**src/rtl/ttc_pkg.sv**
```systemverilog
// Purpose: Shared constants for the touch threshold compare block.
// Assumes: Byte-wide registers addressed by a 16-bit register address.
// Notes:   Offsets are byte addresses on the plain register port.
package ttc_pkg;

  // Geometry of the block.
  localparam int          TTC_NCH_MAX   = 6;
  localparam int          TTC_DW        = 8;
  localparam int          TTC_AW        = 16;
  localparam int          TTC_SW        = 16;
  localparam int          TTC_CHW       = 3;

  // Sample result byte offsets, indexed by channel.
  localparam logic [15:0] TTC_SMP_LO_OFS [TTC_NCH_MAX] =
    '{16'h00E1, 16'h00E3, 16'h00E5, 16'h00E7, 16'h00DA, 16'h00DC};
  localparam logic [15:0] TTC_SMP_HI_OFS [TTC_NCH_MAX] =
    '{16'h00E2, 16'h00E4, 16'h00E6, 16'h00D9, 16'h00DB, 16'h00DD};

  // Secondary threshold byte offsets, indexed by channel.
  localparam logic [15:0] TTC_SEC_LO_OFS [TTC_NCH_MAX] =
    '{16'h8050, 16'h8052, 16'h8054, 16'h8056, 16'h8058, 16'h805A};
  localparam logic [15:0] TTC_SEC_HI_OFS [TTC_NCH_MAX] =
    '{16'h8051, 16'h8053, 16'h8055, 16'h8057, 16'h8059, 16'h805B};

  // Flag, status and mask registers.
  localparam logic [15:0] TTC_FLAG_OFS  = 16'h00FB;
  localparam logic [15:0] TTC_PRIM_OFS  = 16'h805C;
  localparam logic [15:0] TTC_SECS_OFS  = 16'h805D;
  localparam logic [15:0] TTC_MASK_OFS  = 16'h8060;

  // Reset values.
  localparam logic [7:0]  TTC_BYTE_RST  = 8'h00;
  localparam logic [15:0] TTC_WORD_RST  = 16'h0000;

  // Direction encoding of a compare direction bit.
  localparam logic        TTC_DIR_BELOW = 1'b0;
  localparam logic        TTC_DIR_ABOVE = 1'b1;

endpackage

```
**src/rtl/ttc_thr_cmp.sv**
```systemverilog
// Purpose: One threshold comparison with a selectable direction.
// Assumes: Unsigned counts and thresholds of equal width.
// Notes:   Equality never counts as a crossing in either direction.
module ttc_thr_cmp
  import ttc_pkg::*;
#(
  parameter int W = TTC_SW
) (
  // Operands.
  input  wire logic [W-1:0] sample,
  input  wire logic [W-1:0] thresh,
  input  wire logic         dir,
  // Result.
  output logic              hit
);

  // Below when the direction is 0, above when it is 1.
  assign hit = (dir == TTC_DIR_ABOVE) ? (sample > thresh) : (sample < thresh);

endmodule

```
**src/rtl/ttc_threshold_compare.sv**
```systemverilog
// Purpose: Sample result store, threshold compare and event flags of the touch keys.
// Assumes: The front end delivers one sample per valid pulse, synchronous to mclk.
// Notes:   Primary thresholds and direction bits live elsewhere and arrive as inputs.
//          A crossing raises its event flag only when the status bit rises. A count
//          that stays across a threshold therefore interrupts once, not on every sample.
//          Status bits freeze while compare is off. Turning compare back on checks the
//          frozen state against the live result, which may raise a flag at once.
//          The mask register is local; software must open it to see any interrupt.
//
// Contract
// - With compare enabled every channel sample is checked against its secondary threshold.
// - Each secondary threshold is a read/write 16-bit value in a low and high byte, reset 0.
// - Each channel sample is readable as a low and high byte, read only, reset 0.
// - With compare enabled a crossing of either threshold sets the channel event flag.
// - Event flags sit in bits 5..0, bit 0 is channel 0, a written 1 clears, bits 7..6 unused.
// - Each channel keeps a primary crossing bit that shows whether the primary is crossed.
// - The primary compare direction bit of a channel sets the primary compare direction.
// - With compare enabled a primary crossing bit going to 1 sets the channel event flag.
// - A secondary crossing bit shows a secondary crossing and then sets the event flag.
// - The secondary compare direction bit of a channel sets the secondary compare direction.
// - Crossing status bits are set by hardware only and ignore software writes.
// - Direction 0 flags a count below the threshold, direction 1 a count above it.
// - With compare enabled each primary threshold is checked against its channel sample.
module ttc_threshold_compare
  import ttc_pkg::*;
#(
  parameter int NCH = TTC_NCH_MAX
) (
  // Clock and reset.
  input  wire logic                 mclk,
  input  wire logic                 rstn,
  // Register port.
  input  wire logic [TTC_AW-1:0]    reg_addr,
  input  wire logic [TTC_DW-1:0]    reg_wdata,
  input  wire logic                 reg_wr,
  input  wire logic                 reg_rd,
  output logic      [TTC_DW-1:0]    reg_rdata,
  // Sample delivery from the sensing front end.
  input  wire logic                 smp_valid,
  input  wire logic [TTC_CHW-1:0]   smp_chan,
  input  wire logic [TTC_SW-1:0]    smp_data,
  // Control from the surrounding touch registers.
  input  wire logic                 auto_compare_enable,
  input  wire logic [NCH*TTC_SW-1:0] primary_threshold,
  input  wire logic [NCH-1:0]       primary_compare_direction,
  input  wire logic [NCH-1:0]       secondary_compare_direction,
  // Interrupt.
  output logic                      irq
);

  // Refuse channel counts that the fixed register map cannot hold.
  if (NCH < 1 || NCH > TTC_NCH_MAX) begin : g_bad_nch
    $error("NCH must be between 1 and 6");
  end

  // Channels above NCH are absent; their offsets decode to nothing and read zero.

  // Storage.
  logic [TTC_SW-1:0] sample_r  [NCH];
  logic [TTC_SW-1:0] sec_thr_r [NCH];
  logic [NCH-1:0]    prim_cross_r;
  logic [NCH-1:0]    sec_cross_r;
  logic [NCH-1:0]    flags_r;
  logic [NCH-1:0]    flags_nxt;
  logic [NCH-1:0]    mask_r;
  logic [TTC_DW-1:0] rdata_r;

  // Decode of the shared registers.
  wire               flag_wr = reg_wr && (reg_addr == TTC_FLAG_OFS);
  wire               mask_wr = reg_wr && (reg_addr == TTC_MASK_OFS);
  wire [NCH-1:0]     flag_clr = flag_wr ? reg_wdata[NCH-1:0] : '0;

  // Per-channel decode, compare and event detection.
  logic [NCH-1:0]    smp_hit;
  logic [NCH-1:0]    sec_lo_wr;
  logic [NCH-1:0]    sec_hi_wr;
  logic [NCH-1:0]    prim_hit;
  logic [NCH-1:0]    sec_hit;
  logic [NCH-1:0]    prim_rise;
  logic [NCH-1:0]    sec_rise;
  logic [NCH-1:0]    evt_set;

  for (genvar i = 0; i < NCH; i++) begin : g_ch
    assign smp_hit[i]   = smp_valid && (smp_chan == TTC_CHW'(i));
    assign sec_lo_wr[i] = reg_wr && (reg_addr == TTC_SEC_LO_OFS[i]);
    assign sec_hi_wr[i] = reg_wr && (reg_addr == TTC_SEC_HI_OFS[i]);

    // Primary compare, direction chosen per channel.
    ttc_thr_cmp #(
      .W      (TTC_SW)
    ) u_prim (
      .sample (sample_r[i]),
      .thresh (primary_threshold[i*TTC_SW +: TTC_SW]),
      .dir    (primary_compare_direction[i]),
      .hit    (prim_hit[i])
    );

    // Secondary compare, direction chosen per channel.
    ttc_thr_cmp #(
      .W      (TTC_SW)
    ) u_sec (
      .sample (sample_r[i]),
      .thresh (sec_thr_r[i]),
      .dir    (secondary_compare_direction[i]),
      .hit    (sec_hit[i])
    );
  end

  // A new crossing only counts while compare is enabled.
  assign prim_rise = auto_compare_enable ? (prim_hit & ~prim_cross_r) : '0;
  assign sec_rise  = auto_compare_enable ? (sec_hit & ~sec_cross_r) : '0;
  assign evt_set   = prim_rise | sec_rise;

  // Set wins over a clear in the same cycle, so no crossing is lost.
  assign flags_nxt = (flags_r & ~flag_clr) | evt_set;

  // Interrupt is a level while any unmasked flag stands.
  assign irq = |(flags_r & mask_r);

  // Sample results are loaded only by the front end; writes never reach them.
  always_ff @(posedge mclk or negedge rstn) begin
    if (!rstn) begin
      for (int i = 0; i < NCH; i++) sample_r[i] <= TTC_WORD_RST;
    end else begin
      for (int i = 0; i < NCH; i++) begin
        if (smp_hit[i]) sample_r[i] <= smp_data;
      end
    end
  end

  // Secondary thresholds are written one byte at a time.
  always_ff @(posedge mclk or negedge rstn) begin
    if (!rstn) begin
      for (int i = 0; i < NCH; i++) sec_thr_r[i] <= TTC_WORD_RST;
    end else begin
      for (int i = 0; i < NCH; i++) begin
        if (sec_lo_wr[i]) sec_thr_r[i][7:0]  <= reg_wdata;
        if (sec_hi_wr[i]) sec_thr_r[i][15:8] <= reg_wdata;
      end
    end
  end

  // Crossing status follows the compare while enabled and holds otherwise.
  // Software has no path into these bits at all.
  always_ff @(posedge mclk or negedge rstn) begin
    if (!rstn) begin
      prim_cross_r <= '0;
      sec_cross_r  <= '0;
    end else if (auto_compare_enable) begin
      prim_cross_r <= prim_hit;
      sec_cross_r  <= sec_hit;
    end
  end

  // Event flags and their mask.
  always_ff @(posedge mclk or negedge rstn) begin
    if (!rstn) begin
      flags_r <= '0;
      mask_r  <= '0;
    end else begin
      flags_r <= flags_nxt;
      if (mask_wr) mask_r <= reg_wdata[NCH-1:0];
    end
  end

  // Read selection; unmapped addresses and unused bits return zero.
  logic [TTC_DW-1:0] rd_mux;
  always_comb begin
    rd_mux = TTC_BYTE_RST;
    for (int i = 0; i < NCH; i++) begin
      if (reg_addr == TTC_SMP_LO_OFS[i]) rd_mux = sample_r[i][7:0];
      if (reg_addr == TTC_SMP_HI_OFS[i]) rd_mux = sample_r[i][15:8];
      if (reg_addr == TTC_SEC_LO_OFS[i]) rd_mux = sec_thr_r[i][7:0];
      if (reg_addr == TTC_SEC_HI_OFS[i]) rd_mux = sec_thr_r[i][15:8];
    end
    if (reg_addr == TTC_FLAG_OFS) rd_mux = TTC_DW'(flags_r);
    if (reg_addr == TTC_PRIM_OFS) rd_mux = TTC_DW'(prim_cross_r);
    if (reg_addr == TTC_SECS_OFS) rd_mux = TTC_DW'(sec_cross_r);
    if (reg_addr == TTC_MASK_OFS) rd_mux = TTC_DW'(mask_r);
  end

  // Read data stands only in the cycle after the read strobe.
  always_ff @(posedge mclk or negedge rstn) begin
    if (!rstn) begin
      rdata_r <= TTC_BYTE_RST;
    end else begin
      rdata_r <= reg_rd ? rd_mux : TTC_BYTE_RST;
    end
  end

  assign reg_rdata = rdata_r;

  // Per-channel checks; guarding channel 0 alone would leave the rest unwatched.
  for (genvar k = 0; k < NCH; k++) begin : g_chk

  end
endmodule

```
**config.mk**
```make
export PLATFORM = sky130hd
export DESIGN_NAME = ttc_threshold_compare
export DESIGN_NICKNAME = d
export VERILOG_FILES = /design/src/rtl/ttc_pkg.sv /design/src/rtl/ttc_thr_cmp.sv /design/src/rtl/ttc_threshold_compare.sv
export SDC_FILE = /design/constraint.sdc
export NUM_CORES = 1
export LEC_CHECK = 0
export BUFFER_PORTS_ARGS = -buffer_cell sky130_fd_sc_hd__buf_4
export CAP_MARGIN = 25
export CORE_UTILIZATION = 48
export DETAILED_ROUTE_END_ITERATION = 16
export PLACE_DENSITY_LB_ADDON = 0.25
export SYNTH_ARGS = -nofsm -noshare
export SYNTH_HDL_FRONTEND = slang
export SYNTH_HIERARCHICAL = 1
export SYNTH_SLANG_ARGS = --single-unit
```
**constraint.sdc**
```tcl
create_clock -name mclk -period 5 [get_ports mclk]
set_clock_uncertainty 0.1 [all_clocks]
set_input_delay 0.25 -clock mclk [delete_from_list [all_inputs] [get_ports mclk]]
set_output_delay 0.25 -clock mclk [all_outputs]
set_load 0.02 [all_outputs]
```
==> results by group <==
Outcome
  – Outcome: finished, final reports clean

GRT
  – Antenna violations before repair: 6
  – Largest net degree at the start of global routing: 117
  – Total track usage: 0.335
  – Remaining Overflow, GRT: 0
  – Vias in the first global route: ~13000
  – Global-route wire length before repair: 81800 um

Critical path
  – Slowest cell on crit path: nand4_1
  – Critical Path Start Type: input port
  – R2R cell count: 6
  – Crit end category: flop
  – Reg-to-Reg End: reg_rdata[4]
  – R2r setup slk: 2.07 ns
  – WP data arrival: ~3.5 ns
  – Crit path capture: reg_rdata[0]
  – Crit path depth: 10
  – Worst EP required: 5.33 ns
  – Worst Setup SP: reg_addr[11]
  – CP Cell Sequence: buf_4 > nor3_2 > nand4_1 > nor3_2 > a32oi_1 > o21ai_0 > o221ai_1 > a2111oi_0 > a2111oi_0 > o41ai_1
  – CP Class: in2reg
  – Max FO, Critical Path: 12
  – Critical path's largest stage delay: 0.57 ns
  – CP delay by family, top: simple AND/OR/NAND/NOR gates
  – Reg2reg start: sample_r[52]
  – Crit path buf inv count: 1

Placement
  – Gpl congestion: 0.977
  – DPL Wire Length: ~42000 um
  – Port Buffers: 165
  – Cells after DPL: 2159

Power
  – Switching Fraction: 0.327
  – Internal power: roughly 0.0039 W
  – Max VDD drop: between 0.2 and 0.25 mV
  – Combinational share of power: 0.250
  – Sequential share of power: 0.408
  – Cell Pwr Density: roughly 320 mW/mm^2
  – Net Switching: 0.00191 W
  – P_leak: approximately 8.7 nW
  – Clock Power Share: 0.342

Timing
  – Fmax achieved: 0.318 GHz
  – Final Cycle Share: 0.629
  – # setup viols final: 0
  – Setup TNS: 0 ns
  – Minimum clock period: approximately 3.1 ns
  – Final Hold Viols: 0
  – Max-slew headroom: 0.206
  – RSZ-0062 raised after global routing: no
  – Slew at the pin closest to its max-slew limit: 1.18 ns
  – Count of pins over their slew limit: 0
  – Hold slack final: around 0.045 ns

Clocking
  – Post-CTS sizing: 0
  – Clock sink total: 224
  – Root Buffer: clkbuf_16
  – H-tree Lvls: 1
  – Clock latency on the worst-skew pair: 0.54 ns
  – TritonCTS clock tree: built
  – Total CTS buffers: 25
  – Clock transition at path regs: about 0.06 ns
  – Clock Tree Buf Depth: 3

Floorplan
  – Starting Density: 0.492
  – Die Ht: 183 um
  – Total core area: around 0.032 mm^2
  – Row cnt: 65
  – Die area: about 0.033 mm^2
  – I/O pins: 166
  – Die X: roughly 180 um

Synthesis
  – Synthesized area: 0.0157 mm^2
  – Post-synth EDFFs: 0
  – Yosys warning total: 6
  – Area share of the largest cell type after synthesis: 0.357
  – Average size of a mapped cell: slightly below 10 um^2
  – Synth area leader: dfrtp_1
  – Asr flop ratio synth: 1.00
  – Post-Syn Instances: 1590
  – Main synth FF type: dfrtp_1
  – Distinct cells, synth: between 60 and 70
  – Syn Nets: 1939
  – Yosys reg bits: 224
  – Seq/Total Area, Yosys: 0.357
  – Top cells by area, synth: dfrtp_1 36%, ha_1 15%, mux2_2 15%, inv_1 5.3%, nand2_1 3.2%

Detailed routing
  – 1st-iter DRT viols: 1163
  – DR pass1 iterations: 6
  – Avg Vias per Cell: 6.09
  – Detailed-route via count: 13456
  – Final WL: between 50000 and 60000 um
  – Routed Antenna Nets: 0
  – DRC violations left: 0
  – Routed len/inst: 25.1 um

Hold path
  – Hold crit path type: in2reg
  – Hold depth: 2

Cells and area
  – Sequential cell area: 0.00561 mm^2
  – Nets: 2105
  – Layout Cells excl Fill: 2211
  – Area of the multi-input gates: 0.00913 mm^2
  – Final Util: 0.577
  – Share of cells above drive strength 1: 0.275
  – Fillers: between 2000 and 3000
  – Area delta synth->final: 17.3%

Job
  – Max-cap violations: 0
## sequential cells by signal, indices dropped and copies added, names as in the netlist
register	cells
mask_r	6
flags_r	6
sec_thr_r	96
sample_r	96
prim_cross_r	6
reg_rdata	8
sec_cross_r	6
## per-stage QoR
| stage | power (W) | setup WS, ns | instance area (um^2) |
|---|---|---|---|
| final | 0.00584 | 1.86 | 18400 |
| after global routing | 0.00615 | 1.51 | 18400 |
| after CTS | 0.00585 | 1.85 | 18400 |
| after detailed placement | 0.00385 | 1.31 | 17500 |
| after global placement | 0.00378 | 1.35 | 17400 |
| after floorplan | 0.00321 | 2.49 | 15700 |
## cells in the mapped netlist, types with 3 or more instances
library cell and number:
nor2_1 72, o21ai_0 45, or2_2 6, a221oi_1 19, mux2_2 211, a22oi_1 20
nand2_1 135, o2bb2ai_1 3, ha_1 192, a21oi_1 86, mux2i_1 20, a32oi_1 3
nor4_4 3, o22ai_1 19, a22o_1 12, nand4_1 29, clkbuf_1 37, inv_1 221
buf_1 3, nand3_1 46, o32ai_1 3, a21oi_2 12, a211oi_2 12, nor4_2 13
o211ai_1 3, o41ai_1 4, a21o_1 12, nor3_1 17, a31oi_1 9, nand2_2 3
nor4_1 5, or4_1 3, a2111oi_0 7, dfrtp_1 224, nand2b_1 6, a211oi_1 5
a221o_1 27, nor4bb_1 3, nor2b_1 8
## layout make-up
| cell class | count | area share |
|---|---|---|
| well taps | 435 | 0.0296 |
| diodes | 2 | 0.000272 |
| clock buffers | 35 | 0.0398 |
| repair buffers | 181 | 0.0761 |
| inverters | 221 | 0.0451 |
| multi-input cells | 1103 | 0.496 |
| clock inverters | 10 | 0.00850 |
| flip-flops and latches | 224 | 0.305 |
## layout by cell type, fill, tap and decap left out, types with 25 or more instances in the layout
| cell | n |
|---|---|
| nand4_1 | 29 |
| ha_1 | 192 |
| a21oi_1 | 86 |
| inv_1 | 221 |
| mux2_2 | 211 |
| o21ai_0 | 45 |
| a221o_1 | 27 |
| nand3_1 | 46 |
| buf_4 | 173 |
| nand2_1 | 135 |
| clkbuf_16 | 25 |
| nor2_1 | 72 |
| dfrtp_1 | 224 |
## layer usage
| metal | wire length [um] | vias up | GRT usage |
|---|---|---|---|
| li1 | - | 6112 | - |
| met1 | 23100 | 6639 | 0.440 |
| met2 | 25900 | 561 | 0.552 |
| met3 | 3610 | 142 | 0.0387 |
| met4 | 2860 | 2 | 0.159 |
| met5 | 12 | - | 0 |
## kinds of logic after synthesis
kind of cell               Yosys count  share of synthesized area
AOI/OAI and AO/OA                  316                      0.143
adders and majority gates          192                      0.153
buffers and inverters              263                     0.0633
DFF                                224                      0.357
muxes                              231                      0.164
and+or+nand+nor                    364                      0.119
## power by group through the flow
stage | combinational, W | clock, W | sequential, W
final | 0.00146 | 0.00200 | 0.00238
after global routing | 0.00165 | 0.00210 | 0.00240
after CTS | 0.00146 | 0.00202 | 0.00237
after detailed placement | 0.00144 | 0 | 0.00240
after global placement | 0.00137 | 0 | 0.00240
after floorplan | 0.00101 | 0 | 0.00220
## worst min path at each step
stage	from	end	slack, ns
finish	smp_data[14]	sample_r[46]	0.04
floorplan	rstn	flags_r[0]	-0.15
detailed placement	rstn	sample_r[73]	0.27
global placement	rstn	sample_r[73]	0.26
global route	smp_data[14]	sample_r[94]	0.02
CTS	smp_data[14]	sample_r[46]	0.02
## repair_timing
action / CTS / global route
endpoints found under the hold margin: 121 / 0
buffers inserted: 0 / 0
hold buffers: 4 / 0
Note: power is estimated with default switching activity, not from simulation.
